$ cat src/pms_params.svh
// offsets, field positions, reset values and counts for the protection/maintenance block
`ifndef PMS_PARAMS_SVH
`define PMS_PARAMS_SVH

// register byte offsets
`define PMS_OFS_WORD      8'h00
`define PMS_OFS_CFG       8'h04
`define PMS_OFS_CMD       8'h08
`define PMS_OFS_STATUS    8'h0C
`define PMS_OFS_IRQ_STAT  8'h10
`define PMS_OFS_IRQ_MASK  8'h14
`define PMS_OFS_CAP_MEAS  8'h18
`define PMS_OFS_CAP_LIMIT 8'h1C

// selection word bit positions
`define PMS_BIT_CARRIER   0
`define PMS_BIT_IN_PHASE  1
`define PMS_BIT_OUT_PHASE 2
`define PMS_BIT_CAP_USER  3
`define PMS_BIT_CAP_JUDGE 4
`define PMS_BIT_FAN_CONT  5

// command register bit
`define PMS_CMD_TRIP_CLR  0

// reset values and factory capacitor-life limit
`define PMS_WORD_RST      6'h00
`define PMS_CAP_LIMIT_RST 16'h0000
`define PMS_CAP_FACTORY   16'h1000

// interrupt event positions
`define PMS_EV_THERMAL    0
`define PMS_EV_IN_PHASE   1
`define PMS_EV_OUT_PHASE  2
`define PMS_EV_FAN        3
`define PMS_EV_CAP_LIFE   4
`define PMS_EV_CARRIER    5

`endif

$ cat src/pms_pkg.sv
// types shared by the protection/maintenance block
package pms_pkg;
  typedef logic [5:0]  pms_word_t;
  typedef logic [15:0] pms_count_t;
  typedef enum {PMS_CAP_IDLE, PMS_CAP_COUNT, PMS_CAP_DONE} pms_cap_e;
endpackage

$ cat src/pms_sync3.sv
// three-stage input synchroniser with agreement filter
`timescale 1ns/1ps
module pms_sync3
#(
  parameter int WIDTH = 1
)
(
  input  wire logic             ref_clk,
  input  wire logic             rst_b,
  input  wire logic             clk_en,
  input  wire logic [WIDTH-1:0] async_in,
  output logic      [WIDTH-1:0] sync_out
);

  logic [WIDTH-1:0] stage1;
  logic [WIDTH-1:0] stage2;
  logic [WIDTH-1:0] stage3;

  // shift chain; stage1 only feeds stage2
  always_ff @(posedge ref_clk or negedge rst_b)
  begin
    if (!rst_b)
    begin
      stage1 <= '0;
      stage2 <= '0;
      stage3 <= '0;
    end
    else if (clk_en)
    begin
      stage1 <= async_in;
      stage2 <= stage1;
      stage3 <= stage2;
    end
  end

  // each bit follows once the second and third stages agree
  genvar gi;
  generate
    for (gi = 0; gi < WIDTH; gi++)
    begin : g_bit
      always_ff @(posedge ref_clk or negedge rst_b)
      begin
        if (!rst_b)
          sync_out[gi] <= 1'b0;
        else if (clk_en && (stage2[gi] == stage3[gi]))
          sync_out[gi] <= stage3[gi];
      end
    end
  endgenerate

endmodule

$ cat src/pms_top.sv
// protection and maintenance selection logic with apb registers
`timescale 1ns/1ps
`include "pms_params.svh"

// What this block does
// - bit0 set: overheat or overload lowers carrier instead of tripping.
// - bit1 set: supply phase loss or imbalance stops drive, raises alarm.
// - bit2 set: lost output phase while running stops drive, raises alarm.
// - bit3 picks capacitor-life limit: factory default or user value.
// - bit4 set: time bus discharge after power-off to judge capacitor life.
// - fan lock with bit5 clear alarms and coasts; bit5 set keeps running.
// - fan lock raises overheat and life-warning status outputs whatever bit5 selects.
// - fan control on: commanded fan stop hides lock; start runs fan in the same cycle as the motor.
module pms_top
  import pms_pkg::*;
(
  input  wire logic        ref_clk,
  input  wire logic        rst_b,
  input  wire logic        clk_en,
  input  wire logic        psel,
  input  wire logic        penable,
  input  wire logic        pwrite,
  input  wire logic [7:0]  paddr,
  input  wire logic [31:0] pwdata,
  output logic      [31:0] prdata,
  output logic             pready,
  output logic             pslverr,
  input  wire logic        heatsink_overheat,
  input  wire logic        overload_detect,
  input  wire logic        input_phase_fault,
  input  wire logic        output_phase_fault,
  input  wire logic        fan_lock_detect,
  input  wire logic        power_off,
  input  wire logic        bus_discharged,
  input  wire logic        run_request,
  input  wire logic        trip_reset_pin,
  output logic             motor_run,
  output logic             motor_coast,
  output logic             carrier_lower,
  output logic             overheat_status_output,
  output logic             life_warning,
  output logic             fan_run_cmd,
  output logic             alarm_thermal,
  output logic             alarm_in_phase,
  output logic             alarm_out_phase,
  output logic             alarm_fan,
  output logic             irq
);

  pms_word_t   protection_maint_word;
  pms_count_t  cap_limit_user, cap_meas, cap_count, cap_limit;
  pms_cap_e    cap_state;
  logic [5:0]  irq_stat, irq_mask, events;
  logic [6:0]  pin_sync;
  logic [31:0] next_rdata;
  logic        fan_onoff_control, cap_life_reached, power_off_d, carrier_lower_d, cap_life_d;
  logic        s_overheat, s_overload, s_in_phase, s_out_phase, s_fan_lock, s_power_off, s_discharged;
  logic        stress, fan_lock_eff, trip_any, trip_clear, wr_en, rd_done, addr_ok;

  // pins from the power stage and fan cross into ref_clk
  pms_sync3 #(.WIDTH(7)) u_sync
  (
    .ref_clk  (ref_clk),
    .rst_b    (rst_b),
    .clk_en   (clk_en),
    .async_in ({bus_discharged, power_off, fan_lock_detect, output_phase_fault,
                input_phase_fault, overload_detect, heatsink_overheat}),
    .sync_out (pin_sync)
  );

  // filtered pins, unpacked in the order they went in
  assign {s_discharged, s_power_off, s_fan_lock, s_out_phase, s_in_phase, s_overload, s_overheat} = pin_sync;

  // apb decode; one setup cycle, one access cycle
  assign wr_en   = psel && penable && pready && pwrite;
  assign rd_done = psel && penable && pready && !pwrite;
  assign addr_ok = (paddr == `PMS_OFS_WORD) || (paddr == `PMS_OFS_CFG) || (paddr == `PMS_OFS_CMD) ||
                   (paddr == `PMS_OFS_STATUS) || (paddr == `PMS_OFS_IRQ_STAT) ||
                   (paddr == `PMS_OFS_IRQ_MASK) || (paddr == `PMS_OFS_CAP_MEAS) ||
                   (paddr == `PMS_OFS_CAP_LIMIT);

  // fan stopped on purpose under on/off control does not count as locked
  assign fan_lock_eff = s_fan_lock && !(fan_onoff_control && !fan_run_cmd);
  assign stress       = s_overheat || s_overload;
  assign trip_any     = alarm_thermal || alarm_in_phase || alarm_out_phase || alarm_fan;
  assign trip_clear   = trip_reset_pin || (wr_en && (paddr == `PMS_OFS_CMD) && pwdata[`PMS_CMD_TRIP_CLR]);
  assign cap_limit    = protection_maint_word[`PMS_BIT_CAP_USER] ? cap_limit_user : `PMS_CAP_FACTORY;

  // ready and error answer in the access cycle
  always_ff @(posedge ref_clk or negedge rst_b)
  begin
    if (!rst_b)
    begin
      pready  <= 1'b0;
      pslverr <= 1'b0;
    end
    else if (clk_en)
    begin
      pready  <= psel && !penable;
      pslverr <= psel && !penable && !addr_ok;
    end
  end

  // read data mux, captured in the setup cycle
  always_comb
  begin
    next_rdata = 32'h0000_0000;
    case (paddr)
      `PMS_OFS_WORD:      next_rdata = {26'h000_0000, protection_maint_word};
      `PMS_OFS_CFG:       next_rdata = {31'h0000_0000, fan_onoff_control};
      `PMS_OFS_STATUS:    next_rdata = {21'h00_0000, cap_life_reached, fan_run_cmd, life_warning,
                                        overheat_status_output, carrier_lower, motor_coast, motor_run,
                                        alarm_fan, alarm_out_phase, alarm_in_phase, alarm_thermal};
      `PMS_OFS_IRQ_STAT:  next_rdata = {26'h000_0000, irq_stat};
      `PMS_OFS_IRQ_MASK:  next_rdata = {26'h000_0000, irq_mask};
      `PMS_OFS_CAP_MEAS:  next_rdata = {16'h0000, cap_meas};
      `PMS_OFS_CAP_LIMIT: next_rdata = {16'h0000, cap_limit_user};
      default:            next_rdata = 32'h0000_0000;
    endcase
  end

  always_ff @(posedge ref_clk or negedge rst_b)
  begin
    if (!rst_b)
      prdata <= 32'h0000_0000;
    else if (clk_en && psel && !penable)
      prdata <= pwrite ? 32'h0000_0000 : next_rdata;
  end

  // writable configuration registers
  always_ff @(posedge ref_clk or negedge rst_b)
  begin
    if (!rst_b)
    begin
      protection_maint_word <= `PMS_WORD_RST;
      fan_onoff_control     <= 1'b0;
      cap_limit_user        <= `PMS_CAP_LIMIT_RST;
      irq_mask              <= 6'h00;
    end
    else if (clk_en && wr_en)
    begin
      case (paddr)
        `PMS_OFS_WORD:      protection_maint_word <= pwdata[5:0];
        `PMS_OFS_CFG:       fan_onoff_control     <= pwdata[0];
        `PMS_OFS_CAP_LIMIT: cap_limit_user        <= pwdata[15:0];
        `PMS_OFS_IRQ_MASK:  irq_mask              <= pwdata[5:0];
        default:            ;
      endcase
    end
  end

  // thermal trip only when carrier lowering is off; latched until cleared
  always_ff @(posedge ref_clk or negedge rst_b)
  begin
    if (!rst_b)
      alarm_thermal <= 1'b0;
    else if (clk_en)
    begin
      if (stress && !protection_maint_word[`PMS_BIT_CARRIER])
        alarm_thermal <= 1'b1;
      else if (trip_clear)
        alarm_thermal <= 1'b0;
    end
  end

  // carrier lowering replaces the thermal trip
  always_ff @(posedge ref_clk or negedge rst_b)
  begin
    if (!rst_b)
      carrier_lower <= 1'b0;
    else if (clk_en)
      carrier_lower <= stress && protection_maint_word[`PMS_BIT_CARRIER];
  end

  // input phase loss trip
  always_ff @(posedge ref_clk or negedge rst_b)
  begin
    if (!rst_b)
      alarm_in_phase <= 1'b0;
    else if (clk_en)
    begin
      if (s_in_phase && protection_maint_word[`PMS_BIT_IN_PHASE])
        alarm_in_phase <= 1'b1;
      else if (trip_clear)
        alarm_in_phase <= 1'b0;
    end
  end

  // output phase loss trip, only while the motor runs
  always_ff @(posedge ref_clk or negedge rst_b)
  begin
    if (!rst_b)
      alarm_out_phase <= 1'b0;
    else if (clk_en)
    begin
      if (s_out_phase && motor_run && protection_maint_word[`PMS_BIT_OUT_PHASE])
        alarm_out_phase <= 1'b1;
      else if (trip_clear)
        alarm_out_phase <= 1'b0;
    end
  end

  // fan lock alarm unless continue-operation is chosen
  always_ff @(posedge ref_clk or negedge rst_b)
  begin
    if (!rst_b)
      alarm_fan <= 1'b0;
    else if (clk_en)
    begin
      if (fan_lock_eff && !protection_maint_word[`PMS_BIT_FAN_CONT])
        alarm_fan <= 1'b1;
      else if (trip_clear || (fan_onoff_control && !fan_run_cmd))
        alarm_fan <= 1'b0;
    end
  end

  // motor run follows the latched trips, coast follows the fan alarm only
  always_ff @(posedge ref_clk or negedge rst_b)
  begin
    if (!rst_b)
    begin
      motor_run   <= 1'b0;
      motor_coast <= 1'b0;
    end
    else if (clk_en)
    begin
      motor_run   <= run_request && !trip_any;
      motor_coast <= alarm_fan;
    end
  end

  // fan command: always on unless on/off control, then on with a start
  always_ff @(posedge ref_clk or negedge rst_b)
  begin
    if (!rst_b)
      fan_run_cmd <= 1'b0;
    else if (clk_en)
      fan_run_cmd <= !fan_onoff_control || run_request;
  end

  // status outputs on fan lock, whatever bit5 selects
  always_ff @(posedge ref_clk or negedge rst_b)
  begin
    if (!rst_b)
    begin
      overheat_status_output <= 1'b0;
      life_warning           <= 1'b0;
    end
    else if (clk_en)
    begin
      overheat_status_output <= fan_lock_eff;
      life_warning           <= fan_lock_eff || cap_life_reached;
    end
  end

  // capacitor discharge timer started at power-off
  always_ff @(posedge ref_clk or negedge rst_b)
  begin
    if (!rst_b)
    begin
      cap_state        <= PMS_CAP_IDLE;
      cap_count        <= 16'h0000;
      cap_meas         <= 16'h0000;
      cap_life_reached <= 1'b0;
      power_off_d      <= 1'b0;
    end
    else if (clk_en)
    begin
      power_off_d <= s_power_off;
      case (cap_state)
        PMS_CAP_IDLE:
        begin
          if (s_power_off && !power_off_d && protection_maint_word[`PMS_BIT_CAP_JUDGE])
          begin
            cap_count <= 16'h0000;
            cap_state <= PMS_CAP_COUNT;
          end
        end
        PMS_CAP_COUNT:
        begin
          if (!protection_maint_word[`PMS_BIT_CAP_JUDGE])
            cap_state <= PMS_CAP_IDLE; // judgment suppressed mid-run
          else if (s_discharged)
          begin
            cap_meas         <= cap_count;
            cap_life_reached <= cap_count < cap_limit;
            cap_state        <= PMS_CAP_DONE;
          end
          else if (cap_count != 16'hFFFF)
            cap_count <= cap_count + 16'h0001;
        end
        PMS_CAP_DONE:
          if (!s_power_off)
            cap_state <= PMS_CAP_IDLE;
        default:
          cap_state <= PMS_CAP_IDLE;
      endcase
    end
  end

  // one-cycle event terms for the interrupt status
  assign events[`PMS_EV_THERMAL]   = stress && !protection_maint_word[`PMS_BIT_CARRIER] && !alarm_thermal;
  assign events[`PMS_EV_IN_PHASE]  = s_in_phase && protection_maint_word[`PMS_BIT_IN_PHASE] && !alarm_in_phase;
  assign events[`PMS_EV_OUT_PHASE] = s_out_phase && motor_run && protection_maint_word[`PMS_BIT_OUT_PHASE] &&
                                     !alarm_out_phase;
  assign events[`PMS_EV_FAN]       = fan_lock_eff && !overheat_status_output;
  assign events[`PMS_EV_CAP_LIFE]  = cap_life_reached && !cap_life_d;
  assign events[`PMS_EV_CARRIER]   = carrier_lower && !carrier_lower_d;

  // sticky status, cleared by reading it; a new event wins over the clear
  always_ff @(posedge ref_clk or negedge rst_b)
  begin
    if (!rst_b)
    begin
      irq_stat        <= 6'h00;
      irq             <= 1'b0;
      carrier_lower_d <= 1'b0;
      cap_life_d      <= 1'b0;
    end
    else if (clk_en)
    begin
      carrier_lower_d <= carrier_lower; // edge history for the event terms
      cap_life_d      <= cap_life_reached;
      irq             <= |(irq_stat & irq_mask);
      if (rd_done && (paddr == `PMS_OFS_IRQ_STAT))
        irq_stat <= events;
      else
        irq_stat <= irq_stat | events;
    end
  end
endmodule

$ cat config.mk
export PLATFORM = sky130hd
export DESIGN_NAME = pms_top
export DESIGN_NICKNAME = d
export VERILOG_FILES = /design/src/pms_pkg.sv /design/src/pms_sync3.sv /design/src/pms_top.sv
export VERILOG_INCLUDE_DIRS = /design/src
export SDC_FILE = /design/constraint.sdc
export NUM_CORES = 1
export LEC_CHECK = 0
export BUFFER_PORTS_ARGS = -buffer_cell sky130_fd_sc_hd__buf_2
export CORE_ASPECT_RATIO = 0.75
export CORE_UTILIZATION = 43
export CTS_BUF_LIST = sky130_fd_sc_hd__clkbuf_4 sky130_fd_sc_hd__clkbuf_8 sky130_fd_sc_hd__clkbuf_16
export CTS_CLUSTER_DIAMETER = 30
export DETAILED_ROUTE_END_ITERATION = 8
export GPL_TIMING_DRIVEN = 0
export PLACE_DENSITY = 0.66
export SLEW_MARGIN = 5
export SYNTH_ARGS = -nofsm -noshare
export SYNTH_HDL_FRONTEND = slang
export SYNTH_SLANG_ARGS = --single-unit
$ cat constraint.sdc
create_clock -name ref_clk -period 1.9 [get_ports ref_clk]
set_input_delay 0.19 -clock ref_clk [delete_from_list [all_inputs] [get_ports ref_clk]]
set_output_delay 0.19 -clock ref_clk [all_outputs]
set_load 0.005 [all_outputs]
==> summary.md, run 1 <==
| Metric | Value |
|---|---|
| Cell count after synthesis | `578` |
| Worst Skew | `0.00683 ns` |
| DP Wirelength | `11500 um` |
| R2R depth | `8` |
| Starting density of the core | `44.3%` |
| Hold Crit Depth | `2` |
| Layout cells sized above 1 | `31.1%` |
| Max Clk Rate | `539 MHz` |
| Synthesis-to-finish area growth | `23.4%` |
| Clock power share | `46.2%` |
| Routed Antenna Nets | `0` |
| Sequential fraction of the synthesis area | `50.7%` |
| WP data arrival | `2.16 ns` |
| Met1 Usage GRT | `30.5%` |
| HP Start | `pwdata[9]` |
| Largest net degree at the start of global routing | `75` |
| Comb pwr share | `8.5%` |
| RSZ-0062 raised after global routing | `true` |
| Initial DRC Count | `410` |
| CTS sink cnt | `130` |
| TritonCTS Buffers | `17` |
| Average wire per standard cell | `17.5 um` |
| CTS root buf | `clkbuf_16` |
| Nets@finish | `769` |
| Top cells by area, synth | `dfrtp_1, mux2_2, o21ai_0, nand2_1, ha_1` |
| Worst-case vdd ir drop | `roughly 0.5 mV` |
| Mean area per synthesized cell | `11.1 um^2` |
| DRC Markers | `0` |
| CTS tree | `done` |
| Flops & latches, synth | `130` |
| Ys async rst share | `100%` |
| M3 GR Usage | `5.74%` |
| DIE WIDTH | `approximately 140 um` |
| Number of global-route vias before repair | `~4800` |
| GRT busiest layer | `met2` |
| Total GRT Usage | `21.7%` |
| Max Cap Violations | `0` |
| R2r setup slk | `0.04 ns` |
| Period utilization | `97.7%` |
| RR Startpoint | `protection_maint_word[3]` |
| Most frequent cells in the layout | `dfrtp_1, buf_2, mux2_2` |
| Chip Height | `between 100 and 150 um` |
| Least-Margin Pin Slew | `0.789 ns` |
| Core box area | `~15000 um^2` |
| Hold_ws | `0.00880 ns` |
| CTS clk-pin slew, worst paths | `0.06 ns` |
| Worst skew pair latency | `0.42 ns` |
| Hold endpoint | `cap_limit_user[9]` |
| Power per cell area | `slightly below 900 nW/um^2` |
| Critical path endpoint category | `register` |
| Share of the synthesized area in the top cell type | `50.7%` |
| Type of the most critical hold path | `in2reg` |
| Power Internal | `5180 uW` |
| Post-Route Setup TNS | `0 ns` |
| Sequential fraction of design power | `45.3%` |
| Via density | `5.42` |
| EDFF count, synth | `0` |
| Htree depth | `4` |
| Floorplan row count | `38` |
| IO Count | `100` |
| Most common cell after layout, fill and taps aside | `dfrtp_1` |
| Unique masters post-synth | `61` |
| Max-slew violations | `0` |
| LEAKAGE | `0.00369 uW` |
| Sw Share | `around 25%` |
| Antenna violations before repair | `1` |
| Final Hold Fails | `0` |
| Type of origin of the critical path | `register` |
| Final Critical Period | `1.86 ns` |
| First-pass GRT wire length | `approximately 25000 um` |
| Total congestion overflow | `0` |
| WS Path Type | `reg2reg` |
| Critical path required time | `between 2 and 2.5 ns` |
| Dominant cell type by area after synthesis | `dfrtp_1` |
| Worst-path fanout max | `10` |
| Number of port buffers | `64` |
| Met2 GRT Util | `32.7%` |
| Final wirelength | `approximately 16000 um` |
| Mapped Area | `about 6400 um^2` |
| R2r endpoint | `cap_life_reached` |
| Most common flop cell mapped by yosys | `dfrtp_1` |
| DRT Pass-1 Iters | `5` |
| Vias post-DR | `4944` |
| Net Switching | `roughly 1700 uW` |
| Rel. slew slack | `47.4%` |
| Longest Clk Path Bufs | `2` |
| Status | `complete, no violations` |
| Setup violators final | `0` |
| Die area | `15400 um^2` |
| Placer congestion estimate | `0.856` |
| Synth warn | `0` |
-- state kept, by name, indices dropped and copies added, names as in the netlist, 2 cells and up --
signal	count
cap_count	16
cap_limit_user	16
cap_meas	16
prdata	16
u_sync.stage1	7
u_sync.stage2	7
u_sync.stage3	7
u_sync.sync_out	7
irq_mask	6
irq_stat	6
protection_maint_word	6
cap_state	2
-- metal layers --
metal	share of wire (%)	up-vias	wire, um
met2	44	176	7080
met4	1.4	0	223
met3	6.7	17	1060
li1	-	2300	-
met1	48	2451	7580
met5	0	-	0
-- cell families after synthesis --
family | synth area share, %
compound gates | 13.4
xor+xnor | 1.36
fa+ha+maj | 3.12
buf+inv | 4.50
flops | 50.7
mux | 14.0
other cells | 0.0584
simple gates | 12.9
-- through the flow --
step                      cell area [um^2]  worst slack, ns  total power, uW  utilization, %  cells
after floorplan                       6480           0.0558             3430               -    593
after global placement                7050           -0.990             3680            48.6    857
after detailed placement              7080           -0.351             3720            48.9    858
after CTS                             7850           0.0241             6930            54.1    906
after global routing                  7920          -0.0360             7150            54.6    911
final                                 7920           0.0441             6900            54.6    912
-- repair_timing --
item | in CTS | in global routing
gates cloned | 0 | 0
endpoints found under the setup margin | 31 | 26
pin swaps | 1 | 2
gates resized for setup | 6 | 9
hold buffers | 15 | 0
setup buffers | 2 | 5
hold endpoints to repair | 87 | 0
-- worst max-delay path: stages, from the launching register on --
cell and delay (ns):
dfrtp_2 0.44, clkbuf_8 0.21, nand2_1 0.06, ha_1 0.33, o2111ai_1 0.12, a311oi_1 0.28, nand2_1 0.10, a21oi_2 0.14
nor2_1 0.06
-- Yosys cell counts, drive strengths merged, types with 2 or more instances --
master,instances
a21oi,24
o21ai,48
xnor2,5
nor4,4
a22o,4
nor2b,4
a41oi,2
o2111ai,2
clkbuf,13
o2bb2ai,9
nand3b,3
a21o,3
nand2,59
a211oi,2
dfrtp,130
nand3,15
inv,18
a311oi,2
a21bo,3
nand2b,6
or4,2
xor2,5
nand4,5
ha,16
buf,25
nor3b,2
a2111oi,2
and2,5
a22oi,10
a32oi,4
and3,7
nor2,34
mux2i,13
nor3,4
mux2,66
and4,3
o211ai,2
a32o,3
nor4b,2
-- worst max path at each step --
stage | startpoint | to | cells after the start
final | protection_maint_word[3] | cap_life_reached | 8
after global routing | protection_maint_word[3] | cap_life_reached | 8
after CTS | protection_maint_word[3] | cap_life_reached | 8
after detailed placement | protection_maint_word[3] | cap_life_reached | 9
after global placement | rst_b | cap_count[13] | 1
after floorplan | pready | cap_limit_user[10] | 5
-- power groups by stage --
stage	sequential, uW	clock [uW]	combinational, uW
CTS	3120	3230	585
finish	3130	3190	590
floorplan	3110	0	325
detailed placement	3160	0	555
global route	3150	3340	662
global placement	3150	0	525
-- final cells by class --
class,instances,area (um^2)
plain buffers,37,230
clock buffers,18,439
inverters,18,67.6
repair buffers,87,557
multi-input cells,407,2980
clock inverters,14,140
well taps,200,250
fillers,1256,6580
diodes,1,2.50
flip-flops and latches,130,3260
Note: power is estimated with default switching activity, not from simulation.
==> run 2: changes to the inputs <==
--- a/config.mk
+++ b/config.mk
@@ -14,6 +14,7 @@
 export DETAILED_ROUTE_END_ITERATION = 8
 export GPL_TIMING_DRIVEN = 0
 export PLACE_DENSITY = 0.66
+export SETUP_SLACK_MARGIN = 0.5
 export SLEW_MARGIN = 5
 export SYNTH_ARGS = -nofsm -noshare
 export SYNTH_HDL_FRONTEND = slang
==> run 2 against run 1 <==
Largest cell class is now multi-input gates; critical endpoint is now cap_count[14]; combinational power increased by 11%; wire length increased by 19%; clock power about the same; non-clock buffer count increased by 55.
==> summary.md, run 2 (synthesis gave the netlist of run 1 again) <==
| Metric | Value |
|---|---|
| Setup violators final | `0` |
| Average wire per standard cell | `19.6 um` |
| Floorplan row count | `38` |
| Initial DRC Count | `413` |
| DIE WIDTH | `143 um` |
| Max-slew violations | `0` |
| Diodes inserted | `0` |
| Total congestion overflow | `0` |
| Flip-flop and latch area | `3270 um^2` |
| Nets@finish | `824` |
| Longest Clk Path Bufs | `2` |
| CTS clk-pin slew, worst paths | `about 0.06 ns` |
| Die area | `15400 um^2` |
| WS Path Type | `reg2reg` |
| Least-Margin Pin Slew | `0.728 ns` |
| IO Count | `100` |
| CTS root buf | `clkbuf_16` |
| Vias post-DR | `5414` |
| Final Hold Fails | `0` |
| Rel. slew slack | `51.5%` |
| Period utilization | `100%` |
| Routed Antenna Nets | `0` |
| WP data arrival | `2.22 ns` |
| Largest net degree at the start of global routing | `79` |
| Final wirelength | `18900 um` |
| Critical path endpoint category | `register` |
| Worst-path fanout max | `3` |
| Fin util | `62.5%` |
| Status | `complete, no violations` |
| Worst Skew | `0.00947 ns` |
| Number of port buffers | `64` |
| Layout cells sized above 1 | `43.9%` |
| Most frequent cells in the layout | `dfrtp_1, buf_2, buf_4` |
| Core box area | `14500 um^2` |
| First-pass GRT wire length | `~30000 um` |
| Total GRT Usage | `25.9%` |
| Chip Height | `108 um` |
| Starting density of the core | `44.3%` |
| Final Critical Period | `1.90 ns` |
| Number of global-route vias before repair | `5377` |
| Worst-case vdd ir drop | `~0.5 mV` |
| Fillers | `roughly 1100` |
| Non-Filler Instances | `966` |
| TritonCTS Buffers | `17` |
| CTS sink cnt | `130` |
| Htree depth | `4` |
| Antenna violations before repair | `0` |
| DRT Pass-1 Iters | `5` |
| Most common cell after layout, fill and taps aside | `dfrtp_1` |
| Via density | `5.60` |
| Placer congestion estimate | `roughly 0.87` |
| Post-Route Setup TNS | `0 ns` |
| Worst skew pair latency | `0.43 ns` |
| Area of the multi-input gates | `3460 um^2` |
| Dpl cells | `858` |
| Power per cell area | `769 nW/um^2` |
| Type of origin of the critical path | `register` |
| CTS tree | `done` |
| LEAKAGE | `0.00415 uW` |
| Critical path required time | `2.23 ns` |
| DP Worst Slack | `-0.293 ns` |
| Synthesis-to-finish area growth | `41.3%` |
| Setup ws final | `~0.00067 ns` |
| RSZ-0062 raised after global routing | `true` |
| DRC Markers | `0` |
| Max Cap Violations | `0` |
| Max Clk Rate | `between 500 and 600 MHz` |
| Type of the most critical hold path | `in2reg` |
| DP Wirelength | `~12000 um` |
run 2: cell count changes in the layout (fill, tap and decap cells not counted), moves of 6 or more:
cell | previous run | this run
buf_4 | 24 | 54
dfrtp_1 | 128 | 116
nand2_1 | 58 | 51
mux2_2 | 66 | 23
dfrtp_2 | 2 | 14
buf_6 | 2 | 14
ha_1 | 16 | 10
buf_12 | 0 | 6
nor2_1 | 33 | 25
buf_8 | 0 | 6
mux2_4 | 0 | 43
run 2: worst max-delay path, stage by stage (launching register included):
cell and delay (ns):
dfrtp_1 0.39, nand3b_1 0.24, buf_4 0.19, a2111oi_4 0.39, buf_4 0.20, buf_6 0.10
a21oi_2 0.05, a311oi_1 0.24
run 2: repair_timing:
item | CTS | global route
hold buffers | 15 | 0
endpoints found under the setup margin | 80 | 89
gates resized for setup | 84 | 31
buffers inserted | 50 | 6
gates cloned | 5 | 0
pin swaps | 34 | 16
hold endpoints to repair | 91 | 0
run 2: report_power, final:
| part | internal (uW) | total [uW] | switching, uW | leakage (uW) |
|---|---|---|---|---|
| logic | 311 | 657 | 346 | 0.00218 |
| clock network | 1990 | 3190 | 1210 | 0.000283 |
| registers | 2950 | 3130 | 176 | 0.00168 |
run 2: worst paths after layout:
kind,from,to,slack [ns],cells past startpoint
max,cap_state[1],cap_count[14],0.0007,7
min,pwdata[15],cap_limit_user[15],0.02,2
min in group asynchronous,rst_b,u_sync.stage2[5],0.36,2
max in group asynchronous,rst_b,cap_count[8],0.81,3
min reg2reg,cap_life_d,irq_stat[4],0.45,1
max reg2reg,cap_state[1],cap_count[14],0.0007,7
run 2: layer usage:
layer	up-vias	track usage [%]	share of wire [%]
li1	2421	-	-
met1	2752	35.0	46
met2	208	40.2	46
met3	33	6.90	6.0
met4	0	8.76	1.9
met5	-	0	0
run 2: area by class of cell:
type / count / share of cell area [%]
plain buffers: 38 / 3.41
clock buffers: 21 / 5.09
clock inverters: 11 / 1.24
inverters: 18 / 0.745
multi-input cells: 407 / 38.1
flip-flops and latches: 130 / 36.1
well taps: 200 / 2.76
repair buffers: 141 / 12.6
run 2: metrics by stage:
stage	hold WS, ns	power (uW)	instance area [um^2]
after global placement	0.421	3710	7300
after floorplan	-0.106	3460	6730
final	0.0197	6980	9070
after detailed placement	0.273	3750	7340
after global routing	0.0121	7230	9070
after CTS	0.00951	6980	8920
